[src/hw/iclc_defs.svh]
`ifndef ICLC_DEFS_SVH
`define ICLC_DEFS_SVH

// Control word layout: divider field above stage field
`define ICLC_WORD_W      12
`define ICLC_DIV_MSB     11
`define ICLC_DIV_LSB     8
`define ICLC_STG_MSB     7
`define ICLC_STG_LSB     0
`define ICLC_WORD_RST    12'h000
`define ICLC_WORD_MAX    12'h9FF
`define ICLC_DIV_SLOW    4'h9
`define ICLC_DIV_OVR_MIN 4'hA
// Correction steps
`define ICLC_STEP_BIG    12'h020
`define ICLC_STEP_MID    12'h008
`define ICLC_STEP_ONE    12'h001
// Multiplier
`define ICLC_MULT_W      8
`define ICLC_MULT_BYPASS 8'h01
// Output clock dividers: generator out = bus x2, osc out = bus x4
`define ICLC_BUS_DIV_W   2

`endif

[src/hw/iclc_pkg.sv]
package iclc_pkg;

   // Frequency error band reported by the comparator
   typedef enum logic [2:0] {
      ICLC_ERR_LOW_BIG,   // below 0.85 nominal
      ICLC_ERR_LOW_MID,   // 0.85 to 0.95
      ICLC_ERR_LOW_SMALL, // 0.95 to nominal
      ICLC_ERR_HI_SMALL,  // nominal to 1.05
      ICLC_ERR_HI_MID,    // 1.05 to 1.15
      ICLC_ERR_HI_BIG     // above 1.15
   } iclc_err_band_t;

   // Comparator result carried with its strobe
   typedef struct packed {
      logic           valid;
      iclc_err_band_t band;
   } iclc_cmp_t;

   // Oscillator control word
   typedef struct packed {
      logic [3:0] div_field;
      logic [7:0] stg_field;
   } iclc_word_t;

endpackage

[src/hw/iclc_divider.sv]
`timescale 1ns/1ps
`default_nettype none
`include "iclc_defs.svh"

// Modulo N clock divider producing a level clock and a one-cycle wrap tick
module iclc_divider #(
   parameter int W = 8
) (
   input  wire logic         clk_sys,
   input  wire logic         rst,
   input  wire logic         run,
   input  wire logic         tick_in,
   input  wire logic [W-1:0] modulus,
   output logic              clk_out,
   output logic              tick_out
);

   logic [W-1:0] cnt_r;
   logic         half;

   // Output high for the first half of the period
   assign half = (cnt_r < (modulus >> 1));

   // Count input ticks, wrap at modulus; held clear while stopped
   always_ff @(posedge clk_sys) begin
      if (rst || !run) begin
         cnt_r <= '0;
      end else if (tick_in) begin
         if (cnt_r >= modulus - W'(1)) begin
            cnt_r <= '0;
         end else begin
            cnt_r <= cnt_r + W'(1);
         end
      end
   end

   // Registered clock level; low while stopped
   always_ff @(posedge clk_sys) begin
      if (rst || !run) begin
         clk_out <= 1'b0;
      end else begin
         clk_out <= half;
      end
   end

   assign tick_out = run && tick_in && (cnt_r >= modulus - W'(1));

endmodule

`default_nettype wire

[src/hw/iclc_top.sv]
`timescale 1ns/1ps
`default_nettype none
`include "iclc_defs.svh"

// What this block does
// - Bus clock is quarter of osc output clock and half of generator output.
// - Stop mode asserts stop signal, holding internal, external and base clocks low.
// - Internal enable equals internal-on bit and not stop; generator runs only then.
// - Internal enable low turns generator off; internal and base clocks low.
// - External enable equals external-on bit and not stop; else external clock low.
// - Base clock is internal clock divided by programmed multiplier.
// - Multiplier of one or zero bypasses divider; internal clock passes straight.
// - Control word is 4-bit divider field above 8-bit stage field, 000 to 9FF.
// - Filter adds correction to the 12-bit word per comparator error band.
// - Slow bands correct by minus 32, minus 8, minus 1.
// - Fast bands correct by plus 1, plus 8, plus 32.
// - Divider field A to F is treated as 9, slowest setting.
// - Out-of-range word recovers by ordinary subtraction; settling above 9FF allowed.
// - Stable flag set while error lies within plus or minus 5 percent.
// - Settled loop gives base clock at 307.2 kHz nominal.
// - Divider field changes only by carry or borrow out of stage field.
module iclc_top (
   input  wire logic               clk_sys,
   input  wire logic               rst,
   input  wire logic               stop_mode,
   input  wire logic               internal_on_bit,
   input  wire logic               external_on_bit,
   input  wire logic [7:0]         multiplier_register,
   input  wire logic               osc_tick,
   input  wire logic               ext_clk_in,
   input  wire iclc_pkg::iclc_cmp_t cmp_result,
   input  wire logic               use_external,
   output logic                    gen_stop_signal,
   output logic                    internal_gen_enable,
   output logic                    external_gen_enable,
   output logic                    internal_clock,
   output logic                    external_clock,
   output logic                    base_clock,
   output logic                    base_tick,
   output logic [3:0]              osc_divider_field,
   output logic [7:0]              osc_stage_field,
   output logic                    filter_stable_flag,
   output logic                    osc_output_clock,
   output logic                    generator_output_clock,
   output logic                    bus_clock
);

   iclc_pkg::iclc_word_t word_r;
   logic [`ICLC_WORD_W-1:0] word_nxt;
   logic [`ICLC_WORD_W-1:0] step;
   logic                    step_up;
   logic                    bypass;
   logic                    div_clk;
   logic                    div_tick;
   logic                    int_lvl_r;
   logic                    ext_lvl_r;
   logic                    src_clk;
   logic                    int_rise;
   logic [`ICLC_BUS_DIV_W-1:0] bus_cnt_r;

   // Stop and enable gating
   assign gen_stop_signal     = stop_mode;
   assign internal_gen_enable = internal_on_bit && !gen_stop_signal;
   assign external_gen_enable = external_on_bit && !gen_stop_signal;

   // Internal clock level follows oscillator ticks, low when disabled
   always_ff @(posedge clk_sys) begin
      if (rst || !internal_gen_enable) begin
         int_lvl_r <= 1'b0;
      end else if (osc_tick) begin
         int_lvl_r <= !int_lvl_r;
      end
   end

   // External path buffered, held low when disabled
   always_ff @(posedge clk_sys) begin
      if (rst || !external_gen_enable) begin
         external_clock <= 1'b0;
      end else begin
         external_clock <= ext_clk_in;
      end
   end

   assign internal_clock = int_lvl_r;

   // Rising edge of the internal clock: one full internal period per pulse,
   // so the divider counts periods rather than half periods
   assign int_rise = internal_gen_enable && osc_tick && !int_lvl_r;

   // Modulo N divider; bypass for N of zero or one
   assign bypass = (multiplier_register <= `ICLC_MULT_BYPASS);

   iclc_divider #(
      .W (`ICLC_MULT_W)
   ) u_base_div (
      .clk_sys  (clk_sys),
      .rst      (rst),
      .run      (internal_gen_enable),
      .tick_in  (int_rise),
      .modulus  (multiplier_register),
      .clk_out  (div_clk),
      .tick_out (div_tick)
   );

   // Base clock low while internal generator disabled
   assign base_clock = internal_gen_enable && (bypass ? int_lvl_r : div_clk);
   assign base_tick  = internal_gen_enable && (bypass ? int_rise : div_tick);

   // Correction step from error band
   always_comb begin
      step    = `ICLC_STEP_ONE;
      step_up = 1'b0;
      case (cmp_result.band)
         iclc_pkg::ICLC_ERR_LOW_BIG: begin
            step = `ICLC_STEP_BIG;
         end
         iclc_pkg::ICLC_ERR_LOW_MID: begin
            step = `ICLC_STEP_MID;
         end
         iclc_pkg::ICLC_ERR_LOW_SMALL: begin
            step = `ICLC_STEP_ONE;
         end
         iclc_pkg::ICLC_ERR_HI_SMALL: begin
            step    = `ICLC_STEP_ONE;
            step_up = 1'b1;
         end
         iclc_pkg::ICLC_ERR_HI_MID: begin
            step    = `ICLC_STEP_MID;
            step_up = 1'b1;
         end
         iclc_pkg::ICLC_ERR_HI_BIG: begin
            step    = `ICLC_STEP_BIG;
            step_up = 1'b1;
         end
         default: begin
            step    = '0;
            step_up = 1'b0;
         end
      endcase
   end

   // Plain 12-bit add: divider field moves only via stage carry or borrow,
   // and wraps freely so out-of-range words recover by subtraction
   assign word_nxt = step_up ? (word_r + step) : (word_r - step);

   // One update per comparison strobe, only while generator runs
   always_ff @(posedge clk_sys) begin
      if (rst) begin
         word_r <= `ICLC_WORD_RST;
      end else if (internal_gen_enable && cmp_result.valid) begin
         word_r <= word_nxt;
      end
   end

   // Stable flag: within the two bands around nominal
   always_ff @(posedge clk_sys) begin
      if (rst || !internal_gen_enable) begin
         filter_stable_flag <= 1'b0;
      end else if (cmp_result.valid) begin
         filter_stable_flag <= (cmp_result.band == iclc_pkg::ICLC_ERR_LOW_SMALL) ||
                               (cmp_result.band == iclc_pkg::ICLC_ERR_HI_SMALL);
      end
   end

   // Oscillator sees A..F as the slowest setting 9
   assign osc_divider_field = (word_r.div_field >= `ICLC_DIV_OVR_MIN) ?
                              `ICLC_DIV_SLOW : word_r.div_field;
   assign osc_stage_field   = word_r.stg_field;

   // Selected source clock for the output dividers
   assign src_clk = use_external ? external_clock : int_lvl_r;

   // Toggle chain: bus = gen/2 = osc/4; counter steps on source edges
   always_ff @(posedge clk_sys) begin
      if (rst || gen_stop_signal) begin
         bus_cnt_r <= '0;
      end else if (src_clk && !(use_external ? ext_lvl_r : 1'b0) && use_external) begin
         bus_cnt_r <= bus_cnt_r + `ICLC_BUS_DIV_W'(1);
      end else if (!use_external && osc_tick && internal_gen_enable) begin
         bus_cnt_r <= bus_cnt_r + `ICLC_BUS_DIV_W'(1);
      end
   end

   // Previous external level for edge detection
   always_ff @(posedge clk_sys) begin
      if (rst) begin
         ext_lvl_r <= 1'b0;
      end else begin
         ext_lvl_r <= external_clock;
      end
   end

   // Osc output toggles per internal clock edge or external rising edge, generator output is half, bus quarter
   assign osc_output_clock       = bus_cnt_r[0];
   assign generator_output_clock = bus_cnt_r[1];

   // Bus clock halves the generator output; 
   logic bus_lvl_r;
   logic gen_prev_r;
   always_ff @(posedge clk_sys) begin
      if (rst || gen_stop_signal) begin
         bus_lvl_r  <= 1'b0;
         gen_prev_r <= 1'b0;
      end else begin
         gen_prev_r <= bus_cnt_r[1];
         if (bus_cnt_r[1] && !gen_prev_r) begin
            bus_lvl_r <= !bus_lvl_r;
         end
      end
   end
   assign bus_clock = bus_lvl_r;

endmodule

`default_nettype wire
[config.mk]
export PLATFORM = sky130hd
export DESIGN_NAME = iclc_top
export DESIGN_NICKNAME = d
export VERILOG_FILES = /design/src/hw/iclc_pkg.sv /design/src/hw/iclc_divider.sv /design/src/hw/iclc_top.sv
export VERILOG_INCLUDE_DIRS = /design/src /design/src/hw
export SDC_FILE = /design/constraint.sdc
export NUM_CORES = 1
export LEC_CHECK = 0
export ABC_AREA = 1
export CAP_MARGIN = 10
export CELL_PAD_IN_SITES_DETAIL_PLACEMENT = 2
export CELL_PAD_IN_SITES_GLOBAL_PLACEMENT = 2
export CORE_ASPECT_RATIO = 0.8
export CORE_UTILIZATION = 37
export DETAILED_ROUTE_END_ITERATION = 6
export DONT_BUFFER_PORTS = 1
export PLACE_DENSITY = 0.86
export REMOVE_ABC_BUFFERS = 1
export SETUP_SLACK_MARGIN = 0.3
export SYNTH_ARGS = -nofsm -noshare
export SYNTH_HDL_FRONTEND = slang
export SYNTH_SLANG_ARGS = --single-unit
[constraint.sdc]
create_clock -name clk_sys -period 3.95 [get_ports clk_sys]
set_input_delay 0.79 -clock clk_sys [delete_from_list [all_inputs] [get_ports clk_sys]]
set_output_delay 0.79 -clock clk_sys [all_outputs]
set_load 0.02 [all_outputs]
# Yosys cells after proc, flatten, opt, wreduce, memory -nomap -nowiden
# Index checks and enable logic that the tools add are counted.
[word_totals]
input_bits = 20
regBits = 29
[classes]
magnitude_cmp = 4
n_addsub = 5
n_reduce_logical = 32
eq_ne = 5
mux = 11
[op_table]
columns = ["cell", "n"]
rows = [
  ["case mux 6 bit (3 select lines)", 1],
  ["logical AND 1 bit", 14],
  ["adder 12 bit", 1],
  ["two-way mux 12 bit", 1],
  ["subtractor 12 bit", 1],
  ["adder 8 x 1 -> 8 bit (second input constant)", 1],
  ["greater-or-equal comparator 8 bit", 1],
  ["<= comparator 8 x 1 -> 1 bit (second input constant)", 1],
  ["logical NOT 1 bit", 8],
  ["< comparator 8 x 7 -> 1 bit", 1],
  ["two-way mux 8 bit", 1],
  ["subtractor 8 x 1 -> 8 bit (second input constant)", 1],
  ["equality test 3 x 2 -> 1 bit (second input constant)", 2],
  ["equality test 3 bit (second input constant)", 2],
  ["OR reduction 2 bit", 3],
  ["two-way mux 1 bit", 5],
  ["greater-or-equal comparator 4 bit (second input constant)", 1],
  ["logical OR 1 bit", 4],
  ["two-way mux 2 bit", 2],
  ["two-way mux 4 bit", 1],
  ["equality test 3 x 1 -> 1 bit (second input constant)", 1],
  ["logical NOT 3 bit", 1],
  ["OR reduction 3 bit", 1],
  ["adder 2 x 1 -> 2 bit (second input constant)", 1],
  ["nonzero test 2 bit", 1],
]

# Depth between registers and ports, before layout
[depth]
ltp_word = 8
depth_mapped = 17
ltp_nobuf = 17

# Modules after synthesis
# From an unflattened synthesis, not the netlist that was laid out.
[unflattened]
hier_cells = 380
hier_area_um2 = 2463.6
[by_module_without_submodules]
columns = ["module", "area_each_um2", "cells_per_inst", "seq_area_each_um2", "n_inst"]
rows = [
  ["iclc_top", 1607.8, 262, 400.4, 1],
  ["iclc_divider", 855.8, 118, 180.2, 1],
]

# Least setup slack after synthesis
# OpenSTA, ideal clock, no wires.
[synth_path]
kind = "input -> output"
start = "in multiplier_register[0]"
end = "out base_tick"
path_buffers = 0
stages = 8
arrival_ns = 2.344
path_slack_ns = 0.816
t_required_ns = 3.160
path_cell_list = "nor3_2 > nand3_1 > nor3_1 > xor2_1 > ha_1 > nand2_1 > o21a_1 > a31oi_1"
[synth_between]
elab_chain_len = 5
[synth_lines]
columns = ["element", "line", "source"]
rows = [
  ["start, declared", "iclc_top.sv:28", "input wire logic [7:0] multiplier_register,"],
  ["subtractor 8 x 1 -> 8 bit", "iclc_divider.sv:46", "assign tick_out = run && tick_in && (cnt_r >= modulus - W'(1));"],
  ["greater-or-equal comparator 8 bit", "iclc_divider.sv:46", ""],
  ["logical AND 1 bit", "iclc_divider.sv:46", ""],
  ["two-way mux 1 bit (*)", "iclc_top.sv:107", "assign base_tick = internal_gen_enable && (bypass ? int_rise : div_tick);"],
  ["logical AND 1 bit (*)", "iclc_top.sv:107", ""],
  ["end, declared", "iclc_top.sv:39", "output logic base_tick,"],
]
# Every way passes the cells marked *; elsewhere a longest branch is shown, timed or not.

# Worst setup path in the final report
# Same ends and word-level chain as after synthesis.

==> metrics.txt <==
Netlist cell types 32; crit-path max FO 4; area of the die 0.00715 mm^2; clock network power share 38.9%; DRT iter0 DRCs 90; Critical Path AT 2.66 ns; Reg clk slew, reported paths 0.07 ns; final worst slack 0.502 ns; Final Cycle Share between 80 and 90%; final setup vio count 0; minimum clock period 3.45 ns; Peak VDD IR 142 uV; root buf cell clkbuf_8; Ports 43; synth warn 0; fin area 0.00264 mm^2; CP Cell Sequence nor3_2 -> nand3_1 -> nor3_1 -> xor2_1 -> ha_1 -> nand2_1 -> nor2_1 -> nand2_1 -> a31oi_1; Overflow after GRT 0; die width 94.3 um; HPWL Detailed 6790 um; status completed; Worst-Margin Slew 0.662 ns; most used cell, CP nand2_1; clock tree buffer depth 2; Setup Total Neg Slack 0 ns; Worst Setup Start Kind input port; Yosys reg bits 29; Setup Crit Path Kind in -> out; Net Sw Frac 32.8%; CTS tree built; Initial Utilization 38.9%; Synth Cell Area about 0.0025 mm^2; Antenna Nets Post-Route 0; post-cts repair resize count 0; # hold bufs at CTS 0; total number of vias 2460; CTS H-tree lvls 2; DRC viols 0; GR Util All Layers between 20% and 30%; buffer and inverter count on the worst path 0; largest net degree at the start of global routing 16; DR vias/cell 5.20; clock tree sinks 29; worst hold path class reg -> reg; Num CTS Buffers 5; Post-Syn Instances 394; Area Overhead vs Synth 4.81%; Worst path max stage delay 0.45 ns; P_int 506 uW; register area share after synthesis 23.0%; clk_skew 0.0101 ns; Psw 247 uW; layout cells sized above 1 5.14%; Final Hold Slack 0.554 ns; FP Rows 26; Sequential Power Share a little over two fifths; DR WL/cell about 18 um; n_diodes 0; Worst slew margin 55.8%; dpl ws 0.488 ns; placer congestion estimate between 0.7 and 0.8; first-pass GRT wire length 13700 um; Pwr Density 285 mW/mm^2; CP top delay family simple AND/OR/NAND/NOR gates; TritonRoute pass-1 iters 7; dpl cell area 0.00254 mm^2; core area approximately 0.0065 mm^2; Max Freq 290 MHz; max cap viols 0; Avg Cell Area, Syn 6.40 um^2; Final Hold Viols 0; net count reported at finish 438; slowest cell on the critical path a31oi_1; Die Y 75.8 um; vias in the first global route 2717; Clock Latency Late Sink roughly 0.3 ns; crit path capture type primary output; Post-CTS Setup Inserts 0; RSZ-0062 raised after global routing no; initial antenna violation count 0; LEAKAGE 0.00139 uW; final wirelength about 8500 um; Logic pwr share a little under 20%; Worst Path Required roughly 3.2 ns; Pins Over Slew Limit 0; # port buffers 0
-- cells in the mapped netlist --
cell type	n	area, um^2
a31oi_1	1	6.26
xnor2_1	3	26.3
nand4_1	4	25.0
nor2_2	3	18.8
nor3_1	2	10.0
a22oi_1	1	7.51
ha_1	29	363
nand2_2	1	6.26
buf_2	2	10.0
nand3b_1	2	15.0
fa_1	1	20.0
clkbuf_1	2	7.51
inv_2	2	7.51
nor2_1	35	131
a21oi_1	32	160
buf_4	9	67.6
o21ai_0	14	70.1
dfxtp_1	29	581
nand2_1	93	349
nor2_8	1	20.0
xor2_1	11	96.3
or2_2	1	6.26
o211ai_1	1	7.51
nand3_1	24	120
o21a_1	1	7.51
nand4_2	2	25.0
nor3_2	1	10.0
o2111ai_1	1	8.76
nand2_4	1	11.3
o21bai_1	1	7.51
a21o_1	1	7.51
inv_1	83	312
-- flip-flops by register name, summed over array words and instances (netlist names) --
register / cells
osc_stage_field: 8
u_base_div.cnt_r: 8
word_r: 4
bus_cnt_r: 2
bus_clock: 1
ext_lvl_r: 1
external_clock: 1
filter_stable_flag: 1
gen_prev_r: 1
internal_clock: 1
u_base_div.clk_out: 1
-- worst min-delay path, stage by stage, from the launching register on --
cell and delay, ns:
dfxtp_1 0.31, inv_1 0.06, a21oi_1 0.06, nor2_1 0.09
-- cell type report --
class / count / area (um^2)
multi-input cells: 267 / 1540
clock inverters: 1 / 5.00
flip-flops and latches: 29 / 581
fillers: 809 / 3830
clock buffers: 7 / 96.3
inverters: 85 / 319
well taps: 84 / 105
-- final timing paths --
check             cells past startpoint                      to  slack, ns                            start
hold reg to reg                       3  bus_clock$_SDFFE_PP0P_       0.55            gen_prev_r$_SDFF_PP0_
setup reg to reg                     11  word_r[8]$_SDFFE_PP0P_       1.72  osc_stage_field[0]$_SDFFE_PP0P_
setup / recovery                      9               base_tick       0.50           multiplier_register[0]
hold / removal                        3  bus_clock$_SDFFE_PP0P_       0.55            gen_prev_r$_SDFF_PP0_
-- power by group through the flow --
| stage | clock [uW] | sequential [uW] | combinational [uW] |
|---|---|---|---|
| after floorplan | 0 | 318 | 107 |
| after global placement | 0 | 320 | 133 |
| after detailed placement | 0 | 321 | 146 |
| after CTS | 299 | 314 | 148 |
| after global routing | 309 | 315 | 167 |
| final | 293 | 314 | 146 |
-- routing by layer --
metal  routed length (um)  up-vias  global-route usage, %
li1                     -     1213                      -
met1                 4040     1198                   32.4
met2                 4010       42                   45.8
met3                  323        7                   5.79
met4                  100        0                   7.86
met5                    0        -                      0
-- cell families (layout without fill, tap and decap cells) --
family	count (synthesis)	count (layout)	synth area share (%)
AND/OR/NAND/NOR	170	170	29.7
buffers and inverters	98	93	16.0
AO/OA/AOI/OAI	53	53	11.2
adder cells (fa/ha/maj)	30	30	15.2
flip-flops	29	29	23.0
XOR/XNOR	14	14	4.86
-- per-stage QoR --
step	total power, uW	util, %	std cells
after floorplan	425	-	381
after global placement	453	39.3	465
after detailed placement	466	39.3	465
after CTS	761	40.8	473
after global routing	790	40.8	473
final	753	40.8	473
-- cell usage in the layout (no fill, tap or decap), drive strengths merged, types with 6 or more instances in the layout --
cell | synthesis | layout
dfxtp | 29 | 29
inv | 85 | 85
nor2 | 39 | 39
o21ai | 14 | 14
ha | 29 | 29
nand2 | 95 | 95
nand4 | 6 | 6
nand3 | 24 | 24
clkbuf | 2 | 7
a21oi | 32 | 32
xor2 | 11 | 11
(Power assumes the default switching activity.)
